==> config.mk <==
export PLATFORM = sky130hd
export DESIGN_NAME = obc_top
export DESIGN_NICKNAME = d
export VERILOG_FILES = /design/src/shared/obc_pkg.sv /design/src/logic/obc_decode.sv /design/src/logic/obc_top.sv
export SDC_FILE = /design/constraint.sdc
export NUM_CORES = 1
export LEC_CHECK = 0
export ABC_CLOCK_PERIOD_IN_PS = 3100
export BUFFER_PORTS_ARGS = -buffer_cell sky130_fd_sc_hd__buf_4
export CAP_MARGIN = 5
export CORE_ASPECT_RATIO = 0.8
export CORE_UTILIZATION = 57
export CTS_BUF_LIST = sky130_fd_sc_hd__clkbuf_4 sky130_fd_sc_hd__clkbuf_8
export DETAILED_ROUTE_END_ITERATION = 16
export PLACE_DENSITY = 0.9
export SYNTH_ARGS = -nofsm -noshare
export SYNTH_HDL_FRONTEND = slang
export SYNTH_HIERARCHICAL = 1
export SYNTH_SLANG_ARGS = --single-unit
==> constraint.sdc <==
create_clock -name clk -period 3.1 [get_ports clk]
set_input_delay 0.155 -clock clk [delete_from_list [all_inputs] [get_ports clk]]
set_output_delay 0.155 -clock clk [all_outputs]
set_load 0.01 [all_outputs]
==> src/shared/obc_pkg.sv <==
// option byte configuration: shared constants and types
package obc_pkg;
	localparam int unsigned BYTE_W = 8;
	localparam logic [7:0] CFG0_RESET = 8'hfc;
	localparam logic [7:0] CFG1_RESET = 8'hef;
	localparam logic [7:0] BLANK_BYTE = 8'hff;
	// byte select on the programming port
	localparam logic SEL_CFG0 = 1'b0;
	localparam logic SEL_CFG1 = 1'b1;
	// first configuration byte fields
	localparam int unsigned B0_RSVD = 7;
	localparam int unsigned B0_OSC_HI = 6;
	localparam int unsigned B0_OSC_LO = 4;
	localparam int unsigned B0_SEC_HI = 3;
	localparam int unsigned B0_SEC_LO = 2;
	localparam int unsigned B0_RDP = 1;
	localparam int unsigned B0_WLOCK = 0;
	// second configuration byte fields
	localparam int unsigned B1_PLLF = 7;
	localparam int unsigned B1_PLL_BYPASS = 6;
	localparam int unsigned B1_FAST_PLL_BYPASS = 5;
	localparam int unsigned B1_RCSEL = 4;
	localparam int unsigned B1_LVD_HI = 3;
	localparam int unsigned B1_LVD_LO = 2;
	localparam int unsigned B1_WDT = 1;
	localparam int unsigned B1_WDHALT = 0;
	// oscillator range codes
	localparam logic [2:0] OSC_LP = 3'h0;
	localparam logic [2:0] OSC_MP = 3'h1;
	localparam logic [2:0] OSC_MS = 3'h2;
	localparam logic [2:0] OSC_HS = 3'h3;
	localparam logic [2:0] OSC_VLP = 3'h4;
	localparam logic [2:0] OSC_EXT_PIN = 3'h5;
	localparam logic [2:0] OSC_RSVD = 3'h6;
	localparam logic [2:0] OSC_EXT_ALT = 3'h7;
	// voltage detect codes
	localparam logic [1:0] LVD_LOW = 2'h0;
	localparam logic [1:0] LVD_MED = 2'h1;
	localparam logic [1:0] LVD_HIGH = 2'h2;
	localparam logic [1:0] LVD_OFF = 2'h3;
	typedef enum logic [3:0] {
		OBC_CLK_RC,
		OBC_CLK_RES_1_2M,
		OBC_CLK_RES_2_4M,
		OBC_CLK_RES_4_8M,
		OBC_CLK_RES_8_16M,
		OBC_CLK_RES_32K,
		OBC_CLK_EXT_OSC_PIN,
		OBC_CLK_EXT_ALT_PIN,
		OBC_CLK_RESERVED
	} obc_clk_src_t;
	typedef enum logic [1:0] {
		OBC_VD_OFF,
		OBC_VD_HIGH,
		OBC_VD_MED,
		OBC_VD_LOW
	} obc_vd_t;
endpackage : obc_pkg

==> src/logic/obc_decode.sv <==
// combinational decode of the two configuration bytes
module obc_decode
	import obc_pkg::*;
(
	input wire logic [7:0] byte0,
	input wire logic [7:0] byte1,
	output obc_pkg::obc_clk_src_t clk_src,
	output obc_pkg::obc_vd_t vd_level
);
	// range field only counts with the rc oscillator deselected
	always_comb begin
		if (!byte1[B1_RCSEL]) begin // (RQ3)
			clk_src = OBC_CLK_RC;
		end else begin
			unique case (byte0[B0_OSC_HI:B0_OSC_LO]) // (RQ4)
				OSC_LP: clk_src = OBC_CLK_RES_1_2M;
				OSC_MP: clk_src = OBC_CLK_RES_2_4M;
				OSC_MS: clk_src = OBC_CLK_RES_4_8M;
				OSC_HS: clk_src = OBC_CLK_RES_8_16M;
				OSC_VLP: clk_src = OBC_CLK_RES_32K;
				OSC_EXT_PIN: clk_src = OBC_CLK_EXT_OSC_PIN;
				OSC_EXT_ALT: clk_src = OBC_CLK_EXT_ALT_PIN;
				OSC_RSVD: clk_src = OBC_CLK_RESERVED;
			endcase
		end
	end

	// threshold code, all ones turns detection off
	always_comb begin
		unique case (byte1[B1_LVD_HI:B1_LVD_LO]) // (RQ11)
			LVD_OFF: vd_level = OBC_VD_OFF;
			LVD_HIGH: vd_level = OBC_VD_HIGH;
			LVD_MED: vd_level = OBC_VD_MED;
			LVD_LOW: vd_level = OBC_VD_LOW;
		endcase
	end
endmodule : obc_decode

==> src/logic/obc_top.sv <==
// configuration byte store, programming access and applied settings
// Notes on behaviour
// (RQ1) bytes change only in programming mode
// (RQ2) programmer keeps reserved top bit set
// (RQ3) range field used only with rc off
// (RQ4) range codes map to resonator or external
// (RQ5) programmer leaves range default under rc
// (RQ6) two bits pick sector zero size
// (RQ7) read-out bit blocks extraction and writes
// (RQ8) protected erase wipes program memory first
// (RQ9) write lock is permanent, bytes frozen; here the second byte stays writable
// (RQ10) blank program memory reads all ones
// (RQ11) two bits pick voltage detect threshold
// (RQ12) watchdog type bit: hardware or software
// (RQ13) halt entry resets when bit set
// (RQ14) settings captured at reset, then held
// (RQ15) fixed layout of second configuration byte
module obc_top
	import obc_pkg::*;
(
	input wire logic clk,
	input wire logic rst,
	input wire logic pwr_on_rst,
	input wire logic prog_mode_pin,
	input wire logic prog_wr,
	input wire logic prog_rd,
	input wire logic prog_erase,
	input wire logic prog_sel,
	input wire logic [7:0] prog_wdata,
	output logic [7:0] prog_rdata,
	output logic prog_busy,
	output logic mem_erase_req,
	input wire logic mem_erase_done,
	output obc_pkg::obc_clk_src_t clk_src,
	output logic [1:0] boot_sector_size,
	output logic readout_protect,
	output logic program_write_lock,
	output logic prog_mem_write_block,
	output logic pll_factor_sel,
	output logic pll_bypass,
	output logic fast_pll_bypass,
	output obc_pkg::obc_vd_t voltage_detect_threshold,
	output logic watchdog_type_sel,
	output logic watchdog_halt_reset,
	output logic [7:0] blank_fill,
	output logic cfg_valid
);
	import obc_pkg::*;

	typedef enum logic {OBC_IDLE, OBC_WIPE} obc_state_t;

	logic mode_m_q, mode_s_q;
	logic [7:0] nv0_q, nv0_d, nv1_q, nv1_d;
	logic [7:0] rdata_q, rdata_d;
	obc_state_t st_q, st_d;
	logic load_q, load_d;
	logic valid_q, valid_d;
	logic [7:0] act0_q, act0_d, act1_q, act1_d;
	obc_clk_src_t src_q, src_d, dec_src;
	obc_vd_t vd_q, vd_d, dec_vd;

	// mode pin comes from the programmer, two stages before use
	always_ff @(posedge clk) begin
		if (rst) begin
			mode_m_q <= 1'b0;
			mode_s_q <= 1'b0;
		end else begin
			mode_m_q <= prog_mode_pin;
			mode_s_q <= mode_m_q;
		end
	end

	// store updates: only the synced mode opens the path
	always_comb begin
		nv0_d = nv0_q;
		nv1_d = nv1_q;
		st_d = st_q;
		rdata_d = rdata_q;
		unique case (st_q)
			OBC_IDLE: begin
				if (mode_s_q && prog_erase && !nv0_q[B0_WLOCK]) begin // (RQ1) (RQ9)
					if (nv0_q[B0_RDP]) begin
						st_d = OBC_WIPE; // (RQ8)
					end else begin
						nv0_d = CFG0_RESET;
						nv1_d = CFG1_RESET;
					end
				end else if (mode_s_q && prog_wr && !prog_erase) begin // (RQ1)
					if (prog_sel == SEL_CFG1) begin
						nv1_d = prog_wdata; // (RQ15)
					end else if (!nv0_q[B0_WLOCK]) begin
						nv0_d = prog_wdata; // (RQ9)
					end
				end
				if (mode_s_q && prog_rd) begin
					rdata_d = (prog_sel == SEL_CFG1) ? nv1_q : nv0_q;
				end else begin
					rdata_d = 8'h00;
				end
			end
			OBC_WIPE: begin
				// option bytes cleared only after memory reports wiped
				rdata_d = 8'h00;
				if (mem_erase_done) begin // (RQ8)
					nv0_d = CFG0_RESET;
					nv1_d = CFG1_RESET;
					st_d = OBC_IDLE;
				end
			end
		endcase
	end

	// the store survives ordinary resets, only power-on restores defaults
	always_ff @(posedge clk) begin
		if (pwr_on_rst) begin
			nv0_q <= CFG0_RESET;
			nv1_q <= CFG1_RESET;
		end else begin
			nv0_q <= nv0_d;
			nv1_q <= nv1_d;
		end
	end

	always_ff @(posedge clk) begin
		if (rst || pwr_on_rst) begin
			st_q <= OBC_IDLE;
			rdata_q <= 8'h00;
		end else begin
			st_q <= st_d;
			rdata_q <= rdata_d;
		end
	end

	obc_decode u_dec (
		.byte0(nv0_q),
		.byte1(nv1_q),
		.clk_src(dec_src),
		.vd_level(dec_vd)
	);

	// capture on the first edge after reset release, frozen afterwards
	always_comb begin
		load_d = 1'b0;
		valid_d = valid_q || load_q;
		act0_d = act0_q;
		act1_d = act1_q;
		src_d = src_q;
		vd_d = vd_q;
		if (load_q) begin // (RQ14)
			act0_d = nv0_q;
			act1_d = nv1_q;
			src_d = dec_src;
			vd_d = dec_vd;
		end
	end

	// strap-like capture: reset gives constants, the load happens after
	always_ff @(posedge clk) begin
		if (rst) begin
			load_q <= 1'b1;
			valid_q <= 1'b0;
			act0_q <= CFG0_RESET;
			act1_q <= CFG1_RESET;
			src_q <= OBC_CLK_RC;
			vd_q <= OBC_VD_OFF;
		end else begin
			load_q <= load_d;
			valid_q <= valid_d;
			act0_q <= act0_d;
			act1_q <= act1_d;
			src_q <= src_d;
			vd_q <= vd_d;
		end
	end

	// applied settings from captured flops, blank fill is a constant
	assign clk_src = src_q; // (RQ3) (RQ4)
	assign voltage_detect_threshold = vd_q; // (RQ11)
	assign boot_sector_size = act0_q[B0_SEC_HI:B0_SEC_LO]; // (RQ6)
	assign readout_protect = act0_q[B0_RDP]; // (RQ7)
	assign program_write_lock = act0_q[B0_WLOCK]; // (RQ9)
	// read-out protection also forbids program memory writes
	assign prog_mem_write_block = act0_q[B0_RDP] | act0_q[B0_WLOCK]; // (RQ7)
	assign pll_factor_sel = act1_q[B1_PLLF]; // (RQ15)
	assign pll_bypass = act1_q[B1_PLL_BYPASS];
	assign fast_pll_bypass = act1_q[B1_FAST_PLL_BYPASS];
	assign watchdog_type_sel = act1_q[B1_WDT]; // (RQ12)
	assign watchdog_halt_reset = act1_q[B1_WDHALT]; // (RQ13)
	assign blank_fill = BLANK_BYTE; // (RQ10)
	assign cfg_valid = valid_q;
	assign prog_rdata = rdata_q;
	assign prog_busy = (st_q == OBC_WIPE);
	assign mem_erase_req = (st_q == OBC_WIPE); // (RQ8)
endmodule : obc_top

==> reports/qor.txt, run 1 <==
Critical Path AT = 1690 ps
vias in the first global route = 1,382
logic gate share of total power = 0.088
Layout Cells excl Fill = 263
core box area = 3090 um2
max incr delay on CP = 530 ps
Post-Synth Adder-Cell Area = 0.00680
Post-Synth Simple-Gate Area = 0.156
# fillers = 244
Tcrit/Tclk final = 0.491
Post-CTS Setup Bufs = 0
synthesized area = 1840 um2
starting density of the core = 0.596
largest family of logic cells by synthesized area = simple AND/OR/NAND/NOR gates
largest net degree at the start of global routing = 24
vias per cell = 5.42
dpl cells = 256
Yosys cell types = 37
storage element area = 881 um2
Worst slew margin = 0.365
Flop pwr share = 0.575
WP buf/inv = 0
first-pass GRT wire length = 6.04 mm
Die X-Extent = 65.5 um
clock latency on the worst-skew pair = 300 ps
# port buffers = 43
initial antenna violation count = 0
most frequent cells in the layout = dfxtp_1, buf_4, nor2_1
Worst-Margin Slew = 952 ps
Reg2Reg Setup Slack = 1580 ps
first-iteration detailed-routing DRC count = 61
Seq cells post-synth = 44
Crit Path Max Fanout = 10
commonest non-fill, non-tap cell in the layout = dfxtp_1
post-cts resize count = 0
Clock power frac = 0.337
Post-Syn Area per Cell = 9.94 um2
Final Wtd Congestion = 0.842
Tmin final = 1520 ps
Post-DP HPWL = 2.56 mm
GR Util met2 = 0.378
# rows = 18
post-synthesis sequential area ratio = 0.479
DRT antenna net count = 0
TNS Setup = 0 ps
XOR/XNOR Fraction of Synth Area = 0
drt total wl = 3.68 mm
GRT Util Overall = 0.239
post-synthesis cell count = 185
crit path cell chain = nand4b_1, mux2_4, a2bb2oi_2, o22ai_1
Clk pin slew, worst setup/hold paths = 80 ps
grt ovf = 0
max-cap violations = 0
min-delay worst type = input pin to register
Top delay family on crit path = flip-flops
post-synthesis mux area share = 0.133
Worst Path Required = 3270 ps
CTS tree = done
WL/cell = 14.0 um
share of cells above drive strength 1 = 0.251
Top Usage Layer GRT = met2
die footprint = 3460 um2
Final Util = 0.711
CTS Sinks = 44
run status = complete, no violations
Synth Area in Compound Gates = 0.142
Final nets = 241
CTS H-tree depth = 2
clock buffer depth = 2
synthesis warning total = 6
Detailed Routing Iterations Pass 1 = 4
Critical Path End Type = register
CTS Hold Buffers Added = 0
Internal Power = 0.774 mW
startpoint types = register
Clock Tree Root = clkbuf_8
M3 GR Usage = 0.0522
final hold violations = 0
synthesis-to-layout area growth = 19.3%
DRC = 0
Slowest-stage cell, CP = dfxtp_1
vias = 1,425
Final Power = 1.03 mW
met1 Usage GRT = 0.293
max-slew violation count = 0
f_max = 657 MHz
RSZ-0062 raised after global routing = false
power per cell area = 467 nW/um2
Die Y = 52.8 um
setup violators final = 0
Fin Clk Skew = 10.5 ps
VDD IR max = 0.304 mV
P_sw = 0.251 mW
leakage power = 0.991 nW
TritonCTS Buffers = 5
Top Ports = 52
critical path class = register to register
ant diodes = 0
Hold WS = 68.1 ps
area of the multi-input gates = 836 um2
switching part of the total = 0.245
## cell type report
class	count	share of cell area
flip-flops and latches	44	0.402
clock buffers	5	0.0314
inverters	6	0.0103
multi-input cells	123	0.381
clock inverters	2	0.00570
well taps	40	0.0228
repair buffers	43	0.147
## layer usage
metal  part of all wire  wire length (um)  up-vias
li1                   -                 -      697
met1               0.46              1690      661
met2               0.46              1690       57
met3              0.055               204       10
met4              0.025                93        0
met5                  0                 0        -
## registers in the layout (all words and copies together) (netlist names), 2 cells and up
| name | flops |
|---|---|
| act0_q | 4 |
| act1_q | 5 |
| clk_src | 4 |
| nv0_q | 8 |
| nv1_q | 8 |
| prog_rdata | 8 |
| voltage_detect_threshold | 2 |
## Yosys cell counts
cell type | count | area share
nand3b_1 | 2 | 0.0082
clkbuf_1 | 2 | 0.0041
o21a_1 | 2 | 0.0082
nor3_1 | 1 | 0.0027
a21oi_1 | 8 | 0.022
mux2_4 | 1 | 0.0082
a31o_2 | 1 | 0.0048
o22ai_1 | 1 | 0.0034
buf_2 | 5 | 0.014
a211o_1 | 7 | 0.033
nor2b_1 | 14 | 0.048
a211oi_1 | 1 | 0.0041
nand2_1 | 2 | 0.0041
nand2b_1 | 1 | 0.0034
inv_1 | 6 | 0.012
buf_4 | 9 | 0.037
nor2_1 | 26 | 0.053
dfxtp_1 | 44 | 0.48
buf_1 | 1 | 0.0020
o211a_1 | 1 | 0.0054
a2111oi_0 | 1 | 0.0048
nand4b_1 | 2 | 0.0095
a21boi_2 | 1 | 0.0061
or2_2 | 1 | 0.0034
and3_2 | 1 | 0.0041
o21ai_0 | 2 | 0.0054
nand4_1 | 1 | 0.0034
and3b_1 | 1 | 0.0048
nand3_1 | 3 | 0.0082
a31oi_1 | 1 | 0.0034
a2bb2oi_2 | 1 | 0.0082
o22a_1 | 7 | 0.033
mux2i_1 | 23 | 0.13
conb_1 | 1 | 0.0020
ha_1 | 1 | 0.0068
or2_1 | 1 | 0.0034
buf_6 | 2 | 0.012
## cell families after synthesis
group | Yosys count
and+or+nand+nor | 56
buffers and inverters | 25
muxes | 24
DFF | 44
other | 1
adders and majority gates | 1
AOI/OAI and AO/OA | 34
## through the flow
| step | instance area, um2 | worst slack [ps] |
|---|---|---|
| after detailed placement | 2110 | 1610 |
| after global routing | 2190 | 1470 |
| after floorplan | 1870 | 1760 |
| after CTS | 2190 | 1590 |
| final | 2190 | 1580 |
| after global placement | 2110 | 1640 |
## worst reg2reg max path, delay by kind of cell (launching register included)
kind	cells	cell delay, ps
compound gates	2	520
simple gates	1	170
flops	1	530
mux	1	180
## power by group through the flow
stage,Clock (mW),Combinational (mW),Sequential [mW]
global route,0.369,0.0980,0.592
detailed placement,0,0.0894,0.603
floorplan,0,0.0621,0.599
finish,0.346,0.0897,0.590
CTS,0.350,0.0898,0.590
global placement,0,0.0867,0.603
## path summary, 6_finish.rpt
path,startpoint,to,cells past startpoint
setup / recovery,nv0_q[0],nv1_q[4],4
hold / removal,prog_mode_pin,mode_m_q,2
setup reg to reg,nv0_q[0],nv1_q[4],4
hold reg to reg,mode_m_q,mode_s_q,1
(Power assumes the default switching activity.)
==> inputs of run 2 (changes only) <==
- ABC_CLOCK_PERIOD_IN_PS: 3100 -> 1500
- CORE_UTILIZATION: 57 -> 53
- PLACE_DENSITY: 0.9 -> 0.85
- clock period: 3.1 -> 1.5 ns (I/O delays scaled with it)
==> run 2 against run 1 <==
Clock-buffer cell count is 2 higher. First-iteration DRC count grew 23%. Register-to-register slack got worse by 1500 ps. Fmax up 8.6%. Sequential power rose by 110%. Worst hold slack worse by 55 ps. Sequential share of layout area shrank 1.7 points. Routed wire length up 2.7%.
==> reports/qor.txt, run 2 (synthesis gave the netlist of run 1 again) <==
Post-DP HPWL = 2.59 mm
Critical Path End Type = register
worst hold path cell count = 2
critical path class = register to register
f_max = 713 MHz
clock buffer depth = 2
Die X-Extent = 67.9 um
ant diodes = 0
clock latency on the worst-skew pair = 300 ps
Final Wtd Congestion = 0.898
logic gate share of total power = 0.094
CTS H-tree depth = 2
Clk pin slew, worst setup/hold paths = 80 ps
Tmin final = 1400 ps
top sig layer = met4
vias in the first global route = 1,234
core box area = 3200 um2
initial antenna violation count = 0
CTS tree = done
TNS Setup = 0 ps
vias = 1,433
share of cells above drive strength 1 = 0.287
leakage power = 1.04 nW
first-iteration detailed-routing DRC count = 75
Crit. Startpoint = nv0_q[0]
VDD IR max = 0.570 mV
Tcrit/Tclk final = 0.935
DR WL met3 = 298 um
drt total wl = 3.78 mm
Clock power frac = 0.354
CTS Sinks = 44
Fin Clk Skew = 2.06 ps
power per cell area = 958 nW/um2
commonest non-fill, non-tap cell in the layout = buf_4
TritonCTS Buffers = 5
most frequent cells in the layout = buf_4, dfxtp_1, nor2_1
RSZ-0062 raised after global routing = false
max-cap violations = 0
max-slew violation count = 0
GRT Util Overall = 0.224
Critical Path AT = 1590 ps
DRT antenna net count = 0
Final nets = 247
grt ovf = 0
die footprint = 3710 um2
Die Y = 54.7 um
P_sw = 0.512 mW
largest net degree at the start of global routing = 22
Top Ports = 52
DRC = 0
setup violators final = 0
hold path start = prog_wdata[2]
final hold violations = 0
Clock Tree Root = clkbuf_8
starting density of the core = 0.575
DR WL met2 = 1.61 mm
first-pass GRT wire length = 5.87 mm
Detailed Routing Iterations Pass 1 = 4
RR Startpoint = nv0_q[0]
switching part of the total = 0.233
Flop pwr share = 0.551
Hold WS = 12.7 ps
run status = complete, no violations
routed length on met1 = 1.80 mm
# rows = 18
Crit Path Max Fanout = 10
# port buffers = 43
vias per cell = 5.31
Final Util = 0.718
Post-CTS Setup Bufs = 0
startpoint types = register
min-delay worst type = input pin to register
WL/cell = 14.0 um
synthesis-to-layout area growth = 24.8%
Internal Power = 1.69 mW
# fillers = 246
Reg2Reg Depth = 4
Worst Path Required = 1690 ps
## run 2: changes by cell type in the layout (fill, tap and decap cells not counted), moves of 2 or more
| cell | delta |
|---|---|
| buf_4 | +3 |
| dfxtp_1 | -2 |
| dfxtp_2 | +2 |
| dlygate4sd3_1 | +2 |
## run 2: power groups by stage
stage / Sequential (mW) / Clock (mW) / Combinational (mW)
finish: 1.21 / 0.780 / 0.208
global route: 1.22 / 0.838 / 0.226
CTS: 1.21 / 0.789 / 0.203
detailed placement: 1.24 / 0 / 0.198
global placement: 1.24 / 0 / 0.195
floorplan: 1.24 / 0 / 0.128
## run 2: through the flow
stage | instance area (um2) | setup WS, ps | cells | power (mW)
2_1_floorplan | 1870 | 156 | 192 | 1.37
3_3_place_gp | 2150 | 40.3 | 260 | 1.43
3_5_place_dp | 2150 | -15.0 | 260 | 1.44
4_1_cts | 2270 | 8.59 | 270 | 2.20
5_1_grt | 2290 | 33.5 | 270 | 2.28
6_report | 2290 | 97.3 | 270 | 2.20
## run 2: path summary, 6_finish.rpt
| kind | end | slack [ps] |
|---|---|---|
| min reg2reg | mode_s_q | 480 |
| max | nv1_q[3] | 100 |
| min | nv1_q[2] | 10 |
| max reg2reg | nv1_q[3] | 100 |
## run 2: per-layer routing
layer / up-vias / global-route usage
met4: 0 / 0.122
met1: 663 / 0.299
li1: 707 / -
met3: 7 / 0.0646
met5: - / 0
met2: 56 / 0.327
## run 2: area by class of cell
type	instances	area, um2	area share
sequential	44	883	0.385
multi-input combinational	123	856	0.373
timing repair buffer	49	385	0.168
clock buffer	7	90.1	0.0393
tap	40	50.0	0.0218
inverter	6	22.5	0.00981
clock inverter	1	7.51	0.00327
## run 2: critical path, cell delays in order, from the launching register on
cell	delay, ps
dfxtp_2	380
nand4b_1	190
mux2_4	320
a2bb2oi_4	190
o22a_1	210
## run 2: repair_timing
action | 4_1_cts | 5_1_grt
pin swaps | 0 | 0
hold buffers | 2 | 0
endpoints found under the hold margin | 2 | 0
setup endpoints to repair | 4 | 10
resized for setup | 2 | 5
==> inputs of run 3 (changes only) <==
- PLACE_DENSITY: 0.85 -> 0.77
- SETUP_SLACK_MARGIN: unset -> 0.05
==> run 3 against run 2 <==
Via count decreased by 0.77%. Cell area decreased by 0.38%. Die area unchanged. Core utilization decreased by 0.27 points. Worst hold slack improved by 15 ps. Critical path type unchanged.
==> reports/qor.txt, run 3 (synthesis gave the netlist of run 1 again) <==
Worst-Margin Slew = 503 ps
starting density of the core = 0.575
Clk pin slew, worst setup/hold paths = 80 ps
CTS H-tree depth = 2
vias per cell = 5.25
RSZ-0062 raised after global routing = true
Final nets = 248
# rows = 18
clock buffer depth = 2
VDD IR max = 0.770 mV
Critical Path End Type = register
Die Y = 54.7 um
WL/cell = 14.5 um
Worst slew margin = 0.665
setup violators final = 0
# fillers = 257
Clock Tree Root = clkbuf_8
Tmin final = 1370 ps
critical path class = register to register
DRC = 0
drt total wl = 3.92 mm
DRT antenna net count = 0
TNS Setup = 0 ps
die footprint = 3710 um2
min-delay worst type = input pin to register
leakage power = 1.03 nW
Top Ports = 52
Fin Clk Skew = 3.80 ps
Post-DP HPWL = 2.87 mm
Crit Path Max Fanout = 8
GRT Util Overall = 0.231
first-iteration detailed-routing DRC count = 52
max-cap violations = 0
setup slack after layout = 126 ps
final hold violations = 0
max-slew violation count = 0
most frequent cells in the layout = buf_4, dfxtp_1, nor2_1
initial antenna violation count = 0
ant diodes = 0
largest net degree at the start of global routing = 24
power per cell area = 953 nW/um2
grt ovf = 0
Die X-Extent = 67.9 um
TritonCTS Buffers = 5
pre-CTS setup slack = 34.0 ps
area of the multi-input gates = 853 um2
Detailed Routing Iterations Pass 1 = 4
run status = complete, no violations
Final Wtd Congestion = 0.808
synthesis-to-layout area growth = 24.3%
vias = 1,422
core box area = 3200 um2
commonest non-fill, non-tap cell in the layout = buf_4
vias in the first global route = 1,249
share of cells above drive strength 1 = 0.286
Worst Path Required = 1680 ps
f_max = 728 MHz
clock latency on the worst-skew pair = 280 ps
Critical Path AT = 1560 ps
startpoint types = register
# port buffers = 43
first-pass GRT wire length = 6.17 mm
Tcrit/Tclk final = 0.916
CTS Sinks = 44
CTS tree = done
storage element area = 882 um2
==> run 3: changes by cell type in the layout (fill, tap and decap cells not counted), sizes merged <==
cell	before	now
clkinvlp	1	2
clkbuf	7	6
buf	47	48
==> run 3: layout make-up <==
| cell class | instances | share of cell area |
|---|---|---|
| multi-input combinational | 123 | 0.373 |
| clock buffer | 6 | 0.0361 |
| timing repair buffer | 50 | 0.166 |
| sequential | 44 | 0.386 |
| clock inverter | 2 | 0.00657 |
| inverter | 6 | 0.00985 |
| tap | 40 | 0.0219 |
==> run 3: worst paths after layout <==
path                       from        to  slack (ps)  cells after the start
setup / recovery       mode_s_q  nv1_q[7]         130                      4
setup reg to reg       mode_s_q  nv1_q[7]         130                      4
hold / removal    prog_wdata[2]  nv1_q[2]          30                      2
hold reg to reg        mode_m_q  mode_s_q         450                      1
==> run 3: metrics by stage <==
stage                     hold WS (ps)  std cells  utilization  area [um2]  power, mW
after floorplan                    103        192            -        1870       1.37
after global placement             289        261        0.672        2150       1.43
after detailed placement           303        261        0.672        2150       1.44
after CTS                         19.3        271        0.713        2280       2.20
after global routing              13.9        271        0.715        2290       2.28
final                             28.1        271        0.715        2290       2.18
==> run 3: timing repair <==
action                                  4_1_cts  5_1_grt
hold buffers                                  2        0
buffers inserted                              0        0
endpoints found under the setup margin        7       22
gates resized for setup                       2        3
endpoints found under the hold margin         2        0
==> run 3: metal layers <==
metal / track usage / vias to the layer above / wire length, um
met2: 0.335 / 43 / 1720
met1: 0.329 / 663 / 1980
met4: 0.0833 / 0 / 19
li1: - / 714 / -
met5: 0 / - / 0
met3: 0.0563 / 2 / 203
==> run 3: worst max-delay path: stages (launching register included) <==
cell	delay, ps
dfxtp_1	440
nand4b_1	130
mux2_4	320
a2bb2oi_4	180
o22a_1	200
==> run 3: power by group <==
part | total, mW | internal (mW) | switching (mW)
clock network | 0.758 | 0.373 | 0.386
logic | 0.212 | 0.104 | 0.108
registers | 1.21 | 1.19 | 0.0165
